===== config.mk =====
export PLATFORM = sky130hd
export DESIGN_NAME = ras_return_address_stack
export DESIGN_NICKNAME = d
export VERILOG_FILES = /design/src/hdl/ras_pkg.sv /design/src/hdl/ras_return_address_stack.sv
export SDC_FILE = /design/constraint.sdc
export NUM_CORES = 2
export LEC_CHECK = 0
export ABC_CLOCK_PERIOD_IN_PS = 3100
export BUFFER_PORTS_ARGS = -buffer_cell sky130_fd_sc_hd__buf_4
export CAP_MARGIN = 20
export CELL_PAD_IN_SITES_DETAIL_PLACEMENT = 1
export CELL_PAD_IN_SITES_GLOBAL_PLACEMENT = 1
export CORE_MARGIN = 1
export CORE_UTILIZATION = 35
export CTS_CLUSTER_SIZE = 12
export DETAILED_ROUTE_END_ITERATION = 7
export PLACE_DENSITY_LB_ADDON = 0.1
export SYNTH_ARGS = -nofsm -noshare
export SYNTH_HDL_FRONTEND = slang
export SYNTH_SLANG_ARGS = --single-unit

===== constraint.sdc =====
create_clock -name clk -period 3.1 [get_ports clk]
set_input_delay 0.31 -clock clk [delete_from_list [all_inputs] [get_ports clk]]
set_output_delay 0.31 -clock clk [all_outputs]
set_load 0.05 [all_outputs]

===== src/hdl/ras_pkg.sv =====
// ras_pkg: constants and types for the return-address stack.
// assumes: one clock, wishbone classic slave, core sequencer driver.
package ras_pkg;

  // stack geometry
  localparam int unsigned RAS_DEPTH = 31;
  localparam int unsigned RAS_PC_W  = 21;
  localparam int unsigned RAS_PTR_W = 5;
  localparam logic [4:0]  RAS_PTR_EMPTY = 5'h00;
  localparam logic [4:0]  RAS_PTR_MAX   = 5'h1F;
  localparam logic [4:0]  RAS_PTR_LAST  = 5'h1E;
  localparam logic [20:0] RAS_PC_STEP   = 21'h000002;
  localparam logic [20:0] RAS_PC_ZERO   = 21'h000000;

  // wishbone register map, byte addresses
  localparam int unsigned RAS_ADR_W   = 8;
  localparam logic [7:0]  RAS_OFS_PTR = 8'h00;
  localparam logic [7:0]  RAS_OFS_TOL = 8'h04;
  localparam logic [7:0]  RAS_OFS_TOH = 8'h08;
  localparam logic [7:0]  RAS_OFS_TOU = 8'h0C;
  localparam logic [7:0]  RAS_OFS_CFG = 8'h10;

  // pointer and config register fields
  localparam int unsigned RAS_BIT_FULL = 7;
  localparam int unsigned RAS_BIT_UNF  = 6;
  localparam int unsigned RAS_BIT_CFG_EN = 0;
  localparam logic        RAS_CFG_EN_RST = 1'b1;

  // sequencer commands
  typedef enum logic [2:0] {
    RAS_OP_NONE   = 3'b000,
    RAS_OP_CALL   = 3'b001,
    RAS_OP_INTACK = 3'b010,
    RAS_OP_RETURN = 3'b011,
    RAS_OP_RETLIT = 3'b100,
    RAS_OP_RETINT = 3'b101,
    RAS_OP_PUSH   = 3'b110,
    RAS_OP_POP    = 3'b111
  } ras_op_t;

  // status, working and bank-select values
  typedef struct packed {
    logic [7:0] status;
    logic [7:0] working_register;
    logic [7:0] bank_select_register;
  } ras_regs_t;

  // one-cycle command from the sequencer
  typedef struct packed {
    ras_op_t         op;
    logic            fast;
    logic [20:0]     pc;
    ras_regs_t       regs;
  } ras_req_t;

  // answers to the sequencer
  typedef struct packed {
    logic            pc_load;
    logic [20:0]     pc_value;
    logic            restore;
    ras_regs_t       regs;
    logic            error_reset;
  } ras_rsp_t;

endpackage : ras_pkg


===== src/hdl/ras_return_address_stack.sv =====
// ras_return_address_stack: 31-entry return-address stack, pointer
// register, top-entry registers and one-level fast shadow registers.
// assumes: sequencer gives at most one command a cycle, synchronous to
// clk; rstn is the power-on reset; dev_reset_n covers the other resets.
//
// Summary of operation
// [RL1] 31 entries of 21 bits, 5-bit pointer.
// [RL2] push pc on call or interrupt acknowledge.
// [RL3] pop into pc on return-type instructions.
// [RL4] calls and returns never touch pc latches.
// [RL5] push: bump pointer, then write entry.
// [RL6] pop: read entry, then drop pointer.
// [RL7] every reset zeroes pointer; zero is empty.
// [RL8] top-entry registers access selected entry only.
// [RL9] software reads and writes pointer 0..31.
// [RL10] full flag after 31 unpopped pushes.
// [RL11] error reset on: store pc+2, reset.
// [RL12] error reset off: pointer stays 31.
// [RL13] pop at zero: pc zero, underflow.
// [RL14] option decides reset on full/underflow.
// [RL15] flags cleared only by software or power-on.
// [RL16] pointer reg: full7, under6, zero5, pointer.
// [RL17] software push stores current pc.
// [RL18] software pop only decrements pointer.
// [RL19] interrupt vectoring loads shadow copies.
// [RL20] fast returns restore from shadow copies.
// [RL21] fast call saves into shadow copies.
// [RL22] software masks interrupts around top access.
// [RL23] shadow has one level, newest wins.
// [RL24] pc even: bit zero always zero.
//
// Our own choices: the Wishbone interface to the registers and the register offsets.
`timescale 1ns/1ps
`default_nettype none

module ras_return_address_stack (
  input  wire logic                             clk,
  input  wire logic                             rstn,
  input  wire logic                             dev_reset_n,
  input  wire ras_pkg::ras_req_t                req,
  output var  ras_pkg::ras_rsp_t                rsp,
  output var  logic                             stack_full_flag,
  output var  logic                             stack_underflow_flag,
  input  wire logic                             wb_cyc_i,
  input  wire logic                             wb_stb_i,
  input  wire logic                             wb_we_i,
  input  wire logic [ras_pkg::RAS_ADR_W-1:0]    wb_adr_i,
  input  wire logic [3:0]                       wb_sel_i,
  input  wire logic [31:0]                      wb_dat_i,
  output var  logic [31:0]                      wb_dat_o,
  output var  logic                             wb_ack_o
);

  ////////////////////////////////////////////////////////////////////
  // state

  // whole block state; entry 0 does not exist, pointer 0 is empty
  typedef struct packed {
    logic [ras_pkg::RAS_DEPTH:1][20:0] entry;  // stack storage
    logic [4:0]                    ptr;        // pointer_bits
    logic                          full;       // stack_full_flag
    logic                          unf;        // stack_underflow_flag
    logic                          err_en;     // error reset enable
    ras_pkg::ras_regs_t            shadow;     // fast shadow copy
    ras_pkg::ras_rsp_t             rsp;        // sequencer answer
    logic                          ack;        // wishbone ack
    logic [31:0]                   rdat;       // wishbone read data
  } ras_state_t;

  ras_state_t state_q;  // registered state
  ras_state_t state_d;  // next state

  ////////////////////////////////////////////////////////////////////
  // decoding helpers

  // commands that push the pc
  function automatic logic ras_is_push(ras_pkg::ras_op_t op);
    ras_is_push = (op == ras_pkg::RAS_OP_CALL)
                | (op == ras_pkg::RAS_OP_INTACK)
                | (op == ras_pkg::RAS_OP_PUSH);
  endfunction : ras_is_push

  // commands that pop into the pc
  function automatic logic ras_is_ret(ras_pkg::ras_op_t op);
    ras_is_ret = (op == ras_pkg::RAS_OP_RETURN)
               | (op == ras_pkg::RAS_OP_RETLIT)
               | (op == ras_pkg::RAS_OP_RETINT);
  endfunction : ras_is_ret

  // value of the selected entry, zero when the stack is empty
  function automatic logic [20:0] ras_top(ras_state_t s);
    if (s.ptr == ras_pkg::RAS_PTR_EMPTY) begin
      ras_top = ras_pkg::RAS_PC_ZERO;
    end else begin
      ras_top = s.entry[s.ptr];  // [RL8]
    end
  endfunction : ras_top

  ////////////////////////////////////////////////////////////////////
  // next-state logic

  // bus first, then sequencer, then other resets, so later wins
  always_comb begin
    logic        bus_req;
    logic        bus_wr;
    logic [20:0] top;
    logic [20:0] push_pc;
    logic [4:0]  ptr_inc;
    bus_req = 1'b0;
    bus_wr  = 1'b0;
    top     = ras_top(state_q);
    push_pc = {req.pc[20:1], 1'b0};  // [RL24]
    ptr_inc = state_q.ptr + 5'h01;
    state_d = state_q;
    // one-cycle answers fall back to idle
    state_d.rsp.pc_load     = 1'b0;
    state_d.rsp.restore     = 1'b0;
    state_d.rsp.error_reset = 1'b0;
    state_d.ack             = 1'b0;

    // wishbone slave: answers one cycle after the strobe
    bus_req = wb_cyc_i & wb_stb_i & ~state_q.ack;
    bus_wr  = bus_req & wb_we_i & wb_sel_i[0];
    if (bus_req) begin
      state_d.ack  = 1'b1;
      state_d.rdat = 32'h00000000;  // unmapped reads as zero
      case (wb_adr_i)
        ras_pkg::RAS_OFS_PTR: begin
          // bit 5 reads as zero
          state_d.rdat[ras_pkg::RAS_BIT_FULL] = state_q.full;  // [RL16]
          state_d.rdat[ras_pkg::RAS_BIT_UNF]  = state_q.unf;   // [RL16]
          state_d.rdat[4:0] = state_q.ptr;                     // [RL9]
        end
        ras_pkg::RAS_OFS_TOL: state_d.rdat[7:0] = top[7:0];    // [RL8]
        ras_pkg::RAS_OFS_TOH: state_d.rdat[7:0] = top[15:8];   // [RL8]
        ras_pkg::RAS_OFS_TOU: state_d.rdat[4:0] = top[20:16];  // [RL8]
        ras_pkg::RAS_OFS_CFG: begin
          state_d.rdat[ras_pkg::RAS_BIT_CFG_EN] = state_q.err_en;
        end
        default: state_d.rdat = 32'h00000000;
      endcase
    end

    // register writes; flags clear on a written zero
    if (bus_wr) begin
      case (wb_adr_i)
        ras_pkg::RAS_OFS_PTR: begin
          state_d.ptr = wb_dat_i[4:0];  // [RL9]
          if (!wb_dat_i[ras_pkg::RAS_BIT_FULL]) begin
            state_d.full = 1'b0;  // [RL15]
          end
          if (!wb_dat_i[ras_pkg::RAS_BIT_UNF]) begin
            state_d.unf = 1'b0;  // [RL15]
          end
        end
        ras_pkg::RAS_OFS_TOL: begin
          // writes at pointer zero have no entry to land in
          if (state_q.ptr != ras_pkg::RAS_PTR_EMPTY) begin
            state_d.entry[state_q.ptr][7:0] = wb_dat_i[7:0];  // [RL8]
          end
        end
        ras_pkg::RAS_OFS_TOH: begin
          if (state_q.ptr != ras_pkg::RAS_PTR_EMPTY) begin
            state_d.entry[state_q.ptr][15:8] = wb_dat_i[7:0];  // [RL8]
          end
        end
        ras_pkg::RAS_OFS_TOU: begin
          if (state_q.ptr != ras_pkg::RAS_PTR_EMPTY) begin
            state_d.entry[state_q.ptr][20:16] = wb_dat_i[4:0];  // [RL8]
          end
        end
        ras_pkg::RAS_OFS_CFG: begin
          state_d.err_en = wb_dat_i[ras_pkg::RAS_BIT_CFG_EN];
        end
        default: ;  // unmapped writes are dropped
      endcase
    end

    // pushes; sequencer beats a same-cycle bus write to the pointer,
    // software is expected to mask interrupts around top access
    if (ras_is_push(req.op)) begin  // [RL2] [RL17]
      if (state_q.ptr == ras_pkg::RAS_PTR_MAX) begin
        // already full: nothing overwritten; pointer parked, or zeroed with error reset on
        state_d.full = 1'b1;  // [RL12]
        state_d.ptr  = ras_pkg::RAS_PTR_MAX;  // [RL12]
        if (state_q.err_en) begin
          state_d.rsp.error_reset = 1'b1;  // [RL14]
          state_d.ptr = ras_pkg::RAS_PTR_EMPTY;
        end
      end else if (state_q.ptr == ras_pkg::RAS_PTR_LAST) begin
        // the 31st push fills the stack
        state_d.full = 1'b1;  // [RL10]
        if (state_q.err_en) begin
          state_d.entry[ras_pkg::RAS_PTR_MAX] =
            push_pc + ras_pkg::RAS_PC_STEP;  // [RL11]
          state_d.rsp.error_reset = 1'b1;  // [RL11] [RL14]
          state_d.ptr = ras_pkg::RAS_PTR_EMPTY;  // [RL11]
        end else begin
          state_d.entry[ras_pkg::RAS_PTR_MAX] = push_pc;  // [RL12]
          state_d.ptr = ras_pkg::RAS_PTR_MAX;  // [RL12]
        end
      end else begin
        // increment first, then write the new slot
        state_d.ptr = ptr_inc;  // [RL5]
        state_d.entry[ptr_inc] = push_pc;  // [RL5] [RL1]
      end
    end

    // return-type pops; no pc latch is ever driven here
    if (ras_is_ret(req.op)) begin  // [RL3] [RL4]
      state_d.rsp.pc_load = 1'b1;
      if (state_q.ptr == ras_pkg::RAS_PTR_EMPTY) begin
        // underflow vectors to address zero, pointer stays
        state_d.rsp.pc_value = ras_pkg::RAS_PC_ZERO;  // [RL13]
        state_d.unf = 1'b1;  // [RL13]
        state_d.rsp.error_reset = state_q.err_en;  // [RL14]
      end else begin
        // read the entry, then decrement
        state_d.rsp.pc_value = {top[20:1], 1'b0};  // [RL6] [RL24]
        state_d.ptr = state_q.ptr - 5'h01;  // [RL6]
      end
    end

    // software pop discards the top entry only
    if (req.op == ras_pkg::RAS_OP_POP) begin
      if (state_q.ptr == ras_pkg::RAS_PTR_EMPTY) begin
        state_d.unf = 1'b1;  // [RL13]
        state_d.rsp.error_reset = state_q.err_en;  // [RL14]
      end else begin
        state_d.ptr = state_q.ptr - 5'h01;  // [RL18]
      end
    end

    // shadow save: every interrupt, or a fast call; one level only
    if ((req.op == ras_pkg::RAS_OP_INTACK) ||
        ((req.op == ras_pkg::RAS_OP_CALL) && req.fast)) begin
      state_d.shadow = req.regs;  // [RL19] [RL21] [RL23]
    end

    // shadow restore on fast return or fast return-from-interrupt
    if (req.fast && ((req.op == ras_pkg::RAS_OP_RETINT) ||
                     (req.op == ras_pkg::RAS_OP_RETURN))) begin
      state_d.rsp.restore = 1'b1;  // [RL20]
      state_d.rsp.regs    = state_q.shadow;  // [RL20]
    end

    // non-power-on resets empty the stack but keep the flags
    if (!dev_reset_n) begin
      state_d.ptr = ras_pkg::RAS_PTR_EMPTY;  // [RL7] [RL15]
    end
  end

  ////////////////////////////////////////////////////////////////////
  // state register

  // power-on reset clears everything, including both flags, but sets the error reset enable
  always_ff @(posedge clk) begin
    if (!rstn) begin
      state_q        <= '0;
      state_q.ptr    <= ras_pkg::RAS_PTR_EMPTY;  // [RL7]
      state_q.err_en <= ras_pkg::RAS_CFG_EN_RST;
    end else begin
      state_q <= state_d;
    end
  end

  ////////////////////////////////////////////////////////////////////
  // outputs, all straight from the state register

  assign rsp                  = state_q.rsp;
  assign stack_full_flag      = state_q.full;
  assign stack_underflow_flag = state_q.unf;
  assign wb_dat_o             = state_q.rdat;
  assign wb_ack_o             = state_q.ack;

endmodule : ras_return_address_stack

`default_nettype wire


# Word-level counts from Yosys, hierarchy flattened
# Index checks and enable logic that the tools add are counted.
[op_classes] n_reduce_logical=11 n_eq_ne=13 n_addsub=3 bitwise=9 muxes=57 magnitude_cmp=4
[op_table] op="$bwmux W651" n=4
[op_table] op="$mux W651" n=4
[op_table] op="$pmux W651 S3" n=1
[op_table] op="$mux W659" n=1
[op_table] op="$mux W657" n=1
[op_table] op="$mux W630" n=1
[op_table] op="$demux W21 S5" n=4
[op_table] op="$mux W21" n=7
[op_table] op="$bmux W21 S5" n=1
[op_table] op="$mux W33" n=1
[op_table] op="$mux W5" n=6
[op_table] op="$mux W25" n=1
[op_table] op="$mux W22" n=1
[op_table] op="$add A21 B2 Y21 const B" n=1
[op_table] op="$eq A8 B4 Y1 const B" n=2
[op_table] op="$mux W1" n=16
[op_table] op="$mux W16" n=1
[op_table] op="$pmux W4 S4" n=1
[op_table] op="$eq A3 B3 Y1 const B" n=4
[op_table] op="$lt A5 B6 Y1 const B" n=2
[op_table] op="$eq A5 B5 Y1 const B" n=2
[op_table] op="$ge A5 B1 Y1 const B" n=2
[op_table] op="$eq A8 B3 Y1 const B" n=1
[op_table] op="$eq A8 B5 Y1 const B" n=1
[op_table] op="other kinds (19)" n=31
[word_totals] elab_cells=144 regBits=740 output_inout_bits=83 input_bits=99

# Longest topological paths before layout
[depth] ltp_word=16 mapped_depth=17 ltp_nobuf=10

# Worst setup path after synthesis
# OpenSTA, ideal clock, no wires.
[synth_timing] path_kind="register to register" from="reg state_q[108] (netlist bit)" to="reg state_q[428] (netlist bit)" path_buffers=9 required_time_ns=2.985 t_arrival_ns=3.246 stages_incl_launch_ff=17 setup_slack_ns=-0.261 cell_sequence="dfxtp_1 -> buf_2 -> buf_2 -> buf_2 -> inv_1 -> buf_2 -> ha_1 -> and4_1 -> buf_2 -> nor2_1 -> buf_2 -> and3_1 -> clkbuf_1 -> buf_2 -> nand2_1 -> buf_2 -> and3_1"
[synth_via] elab_chain_len=12
[synth_rtl] element="from (decl)" line="ras_return_address_stack.sv:70" text="ras_state_t state_q;"
[synth_rtl] element="from (signal assigned)" line="ras_return_address_stack.sv:263" text="state_q <= state_d;"
[synth_rtl] element="$lt A5 B6 Y1 (implied by the code) or $ge A5 B1 Y1 (tied branches)" line="ras_return_address_stack.sv:159" text="state_d.entry[state_q.ptr][7:0] = wb_dat_i[7:0];"
[synth_rtl] element="$logic_and A1 B1 Y1 (implied by the code)" line="ras_return_address_stack.sv:159"
[synth_rtl] element="$mux W8 (implied by the code)" line="ras_return_address_stack.sv:159"
[synth_rtl] element="$demux W21 S5" line="ras_return_address_stack.sv:159"
[synth_rtl] element="$bwmux W651" line="ras_return_address_stack.sv:159"
[synth_rtl] element="$mux W651" line="ras_return_address_stack.sv:158" text="if (state_q.ptr != ras_pkg::RAS_PTR_EMPTY) begin"
[synth_rtl] element="$pmux W651 S3" line="ras_return_address_stack.sv:146" text="case (wb_adr_i)"
[synth_rtl] element="$mux W659" line="ras_return_address_stack.sv:145" text="if (bus_wr) begin"
[synth_rtl] element="$bwmux W651" line="ras_return_address_stack.sv:205" text="state_d.entry[ptr_inc] = push_pc;"
[synth_rtl] element="$mux W630" line="ras_return_address_stack.sv:190" text="end else if (state_q.ptr == ras_pkg::RAS_PTR_LAST) begin"
[synth_rtl] element="$mux W651" line="ras_return_address_stack.sv:182" text="if (state_q.ptr == ras_pkg::RAS_PTR_MAX) begin"
[synth_rtl] element="$mux W657 (*)" line="ras_return_address_stack.sv:181" text="if (ras_is_push(req.op)) begin"
# Every way passes the cells marked *; elsewhere a longest branch is shown, timed or not.
# A chain may end at the register's enable or synchronous reset.

# Worst setup path in the final report
[layout_timing] from="reg state_q[111] (netlist bit)" to="reg state_q, in the netlist rsp[37]"
[layout_via] elab_chain_len=4
[layout_rtl] element="$bmux W21 S5" line="ras_return_address_stack.sv:95" text="ras_top = s.entry[s.ptr];"
[layout_rtl] element="$mux W21 (implied by the code)" line="ras_return_address_stack.sv:95"
[layout_rtl] element="$mux W21" line="ras_return_address_stack.sv:92" text="if (s.ptr == ras_pkg::RAS_PTR_EMPTY) begin"
[layout_rtl] element="$mux W21 (*)" line="ras_return_address_stack.sv:212" text="if (state_q.ptr == ras_pkg::RAS_PTR_EMPTY) begin"
# Every way passes the cells marked *; elsewhere a longest branch is shown, timed or not. The select of a mux whose other input is x is not followed.

==> out/qor_table.md <==
| Parameter | Reported |
| --- | --- |
| Combinational family with the most area after synthesis | compound AO/OA/AOI/OAI gates |
| Seq/Total Area, Yosys | 37.3% |
| Category of the critical setup timing path | register to register |
| Fraction of layout cells with a size suffix above 1 | 16.3% |
| Number of levels in the clock H-tree | 3 |
| Number of distinct library cells after synthesis | 80 |
| Cell type contributing the most total cell area after synthesis | sky130_fd_sc_hd__dfxtp_1 |
| Xor and xnor area share after synthesis | 0.154% |
| Yosys top cell area share | 37.3% |
| Area grow syn2layout | 18.8% |
| Cell depth of the worst hold path | 3 |
| Most frequent cell after synthesis | sky130_fd_sc_hd__nor2_1 |
| Total GRT Usage | 36.0% |
| Slowest-stage cell, CP | sky130_fd_sc_hd__or4b_2 |
| Via count of the first global-routing pass | 38800 |
| Ratio of routed vias to standard cells | 6.28 |
| Post-DP HPWL | 144000 µm |
| Critical Path Sink Type | register |
| Reg-to-Reg Start | state_q[111] |
| Total power | 0.0241 W |
| Asr flop ratio synth | 0% |
| Worst-case clock skew | 0.0276 ns |
| Number of antenna violations at the first check in global routing | 8 |
| Worst hold path class | input port to register |
| Ports | 182 |
| Reg-to-Reg End | rsp[37] |
| Relative slew slack | 22.7% |
| TritonCTS clock tree | built |
| Multiplexer share of the synthesized area | 17.5% |
| Router iterations before antenna repair | 6 |
| Critical Path Start Type | register |
| Length in cells of the worst reg-to-reg path | 9 |
| Mean Syn Cell Area | 8.37 µm² |
| Die height | 339 µm |
| Data arrival, critical path | 3.73 ns |
| EDFF count, synth | 0 |
| Cell Rows | 123 |
| Ordered list of cells on the worst path | buf_4 -> or4b_2 -> buf_4 -> o22ai_1 -> nor4_1 -> nand2_1 -> buf_4 -> a22oi_1 -> nor2_1 |
| Cell Area, Synth | 39700 µm² |
| Critical path startpoint | state_q[111] |
| Port Buf Inserts | 128 |
| Pin count of the biggest net entering global routing | 127 |
| Worst vdd rail ir drop | 0.000380 V |
| Iteration-0 DRC count of the detailed router | 3974 |
| Number of standard cells after synthesis | 4743 |
| Bufs on Longest Clock Path | 3 |
| Worst slack on hold paths | 0.0609 ns |
| Overall die area | 115000 µm² |
| TritonCTS buffer count | 90 |
| Top cells by area, synth | sky130_fd_sc_hd__dfxtp_1 37%, sky130_fd_sc_hd__mux2i_1 16%, sky130_fd_sc_hd__nor2_1 7.3% |
| Placeable Area | 112000 µm² |
| Cell family contributing the most delay on the critical path | simple AND/OR/NAND/NOR gates |
| Count of clock tree sinks | 739 |
| Worst stage delay on the critical path | 0.78 ns |
| Hold Crit Endpoint | state_q[108] |
| Post-synthesis adder-cell area fraction | 0.252% |
| Final setup violation count | 1 |
| Top cell types by occurrence after synthesis | 772 x sky130_fd_sc_hd__nor2_1, 739 x sky130_fd_sc_hd__dfxtp_1, 627 x sky130_fd_sc_hd__mux2i_1 |
| Ratio of final minimum period to clock period | 100% |
| Count of vias placed by the detailed router | 40000 |
| Data required time of the worst path | 3.72 ns |
| Total wire length | 213000 µm |
| Fmax | 322 MHz |
| Status | finished, violations left |
| Setup repair after global routing missed its margin | false |
| Post-layout minimum cycle time | 3.11 ns |
| Cell area after layout | 47200 µm² |
| Remaining global-route overflow | 0 |
| Buffer cell driving the clock tree root | sky130_fd_sc_hd__clkbuf_16 |
| Clock-pin slew of the registers on the worst-case setup and hold paths | 0.06 ns |
| Count of buffer and inverter cells on the critical path | 3 |
| Synth Warn # | 0 |
| Fraction of the mapped netlist area in compound gates | 20.6% |
| Share of synthesized cell area in and, or, nand and nor gates | 17.0% |
| WL/cell | 33.4 µm |
| Chip Width | 339 µm |
| Wire length of the first global-routing pass | 300000 µm |
| Source-to-sink clock delay at the later pin of the worst-skew pair | 0.69 ns |
| Worst slack at placement | -0.00931 ns |
| Slew at the pin with the worst max-slew slack | 1.15 ns |
| Cell area power density | 511 nW/µm² |
| Worst setup slack after layout | -0.00614 ns |
| HP Start | dev_reset_n |
| Worst-case register-to-register setup slack | -0.006 ns |
| Starting density of the core | 35.3% |
| Most frequent cell on the critical path | sky130_fd_sc_hd__buf_4 |
| Final hold viol count | 0 |
| CP Max Fanout | 15 |
| Pleak | 17.2 nW |
| Instance area after placement | 43700 µm² |
| Commonest register cell after synthesis | sky130_fd_sc_hd__dfxtp_1 |
| Count of nets after finishing | 4911 |
| Number of storage elements in the synthesis netlist | 739 |
| Number of max-cap violations | 0 |
| Failing checks | negative setup slack |
| Final ANT Viol Nets | 0 |
| Final weighted congestion in routability-driven placement | 1.06 |
| Drc violations | 0 |
| Final Max Tran Viols | 0 |
-- metrics by stage --
step / cells / TNS (ns) / util, %
6_report: 6379 / -0.00614 / 41.9
5_1_grt: 6375 / 0 / 41.9
3_3_place_gp: 6186 / 0 / 38.8
3_5_place_dp: 6186 / -0.00931 / 38.8
2_1_floorplan: 4767 / 0 / -
4_1_cts: 6375 / 0 / 41.9
-- placed cells by master, fill, tap and decap left out, types with 32 or more instances in the layout --
master | netlist | routed
sky130_fd_sc_hd__a211oi_1 | 352 | 352
sky130_fd_sc_hd__a21oi_1 | 147 | 145
sky130_fd_sc_hd__a221oi_1 | 58 | 58
sky130_fd_sc_hd__a22oi_1 | 37 | 37
sky130_fd_sc_hd__a311oi_1 | 141 | 141
sky130_fd_sc_hd__buf_12 | 0 | 57
sky130_fd_sc_hd__buf_4 | 89 | 478
sky130_fd_sc_hd__clkbuf_16 | 0 | 92
sky130_fd_sc_hd__dfxtp_1 | 739 | 734
sky130_fd_sc_hd__mux2i_1 | 627 | 624
sky130_fd_sc_hd__nand2_1 | 377 | 371
sky130_fd_sc_hd__nand3_1 | 97 | 96
sky130_fd_sc_hd__nand4_1 | 32 | 32
sky130_fd_sc_hd__nor2_1 | 772 | 769
sky130_fd_sc_hd__nor3_1 | 78 | 76
sky130_fd_sc_hd__o211ai_1 | 35 | 35
sky130_fd_sc_hd__o21ai_0 | 134 | 134
sky130_fd_sc_hd__o22ai_1 | 173 | 169
-- sequential cells by signal, indices dropped and copies added, names as in the netlist --
| signal | count |
|---|---|
| stack_full_flag | 1 |
| wb_dat_o | 8 |
| state_q | 681 |
| rsp | 47 |
| wb_ack_o | 1 |
| stack_underflow_flag | 1 |
-- power breakdown --
group	leakage, nW	switching, W	internal, W	total [W]
registers	5.96	0.0000814	0.00960	0.00969
logic	9.64	0.00216	0.000755	0.00292
clock network	1.55	0.00461	0.00689	0.0115
total	17.2	0.00685	0.0172	0.0241
-- layout make-up --
cell class,instances,area [µm²]
flip-flops and latches,739,14800
repair buffers,561,4990
inverters,10,45.0
diodes,4,10.0
multi-input cells,3402,22300
clock buffers,133,2690
clock inverters,30,444
fillers,13000,65300
well taps,1500,1880
-- worst reg2reg max path, stage by stage (launching register included) --
cell	delay [ns]
sky130_fd_sc_hd__dfxtp_2	0.44
sky130_fd_sc_hd__buf_4	0.24
sky130_fd_sc_hd__or4b_2	0.78
sky130_fd_sc_hd__buf_4	0.29
sky130_fd_sc_hd__o22ai_1	0.59
sky130_fd_sc_hd__nor4_1	0.10
sky130_fd_sc_hd__nand2_1	0.29
sky130_fd_sc_hd__buf_4	0.17
sky130_fd_sc_hd__a22oi_1	0.05
sky130_fd_sc_hd__nor2_1	0.10
-- cells by family after synthesis --
logic type / after synthesis
simple gates: 1538
compound gates: 1162
flops: 739
mux: 662
buf+inv: 626
fa+ha+maj: 8
xor+xnor: 7
other cells: 1
-- how the worst max path moves through the flow --
| stage | to | slack, ns | depth (start not counted) |
|---|---|---|---|
| 3_5_place_dp | wb_dat_o[4] | -0.009 | 8 |
| 4_1_cts | wb_dat_o[7] | 0.006 | 9 |
| 6_report | rsp[37] | -0.006 | 9 |
| 3_3_place_gp | wb_dat_o[4] | 0.007 | 8 |
| 5_1_grt | state_q[763] | 0.01 | 9 |
| 2_1_floorplan | state_q[437] | 0.002 | 14 |
-- what timing repair did --
| item | in CTS | in global routing |
|---|---|---|
| hold buffers | 26 | 0 |
| gates resized for setup | 1 | 11 |
| endpoints found under the setup margin | 2 | 12 |
| endpoints found under the hold margin | 27 | 0 |
| buffers inserted | 0 | 0 |
-- per-layer routing --
| layer | up-vias | wire length (µm) | track usage, % | share of wire (%) |
|---|---|---|---|---|
| met5 | - | 39 | 0 | 0.018 |
| met1 | 20400 | 90200 | 47.8 | 42 |
| met2 | 1827 | 91900 | 54.5 | 43 |
| li1 | 17400 | - | - | - |
| met3 | 486 | 18000 | 7.27 | 8.5 |
| met4 | 6 | 13100 | 20.1 | 6.1 |
(Power assumes the default switching activity.)
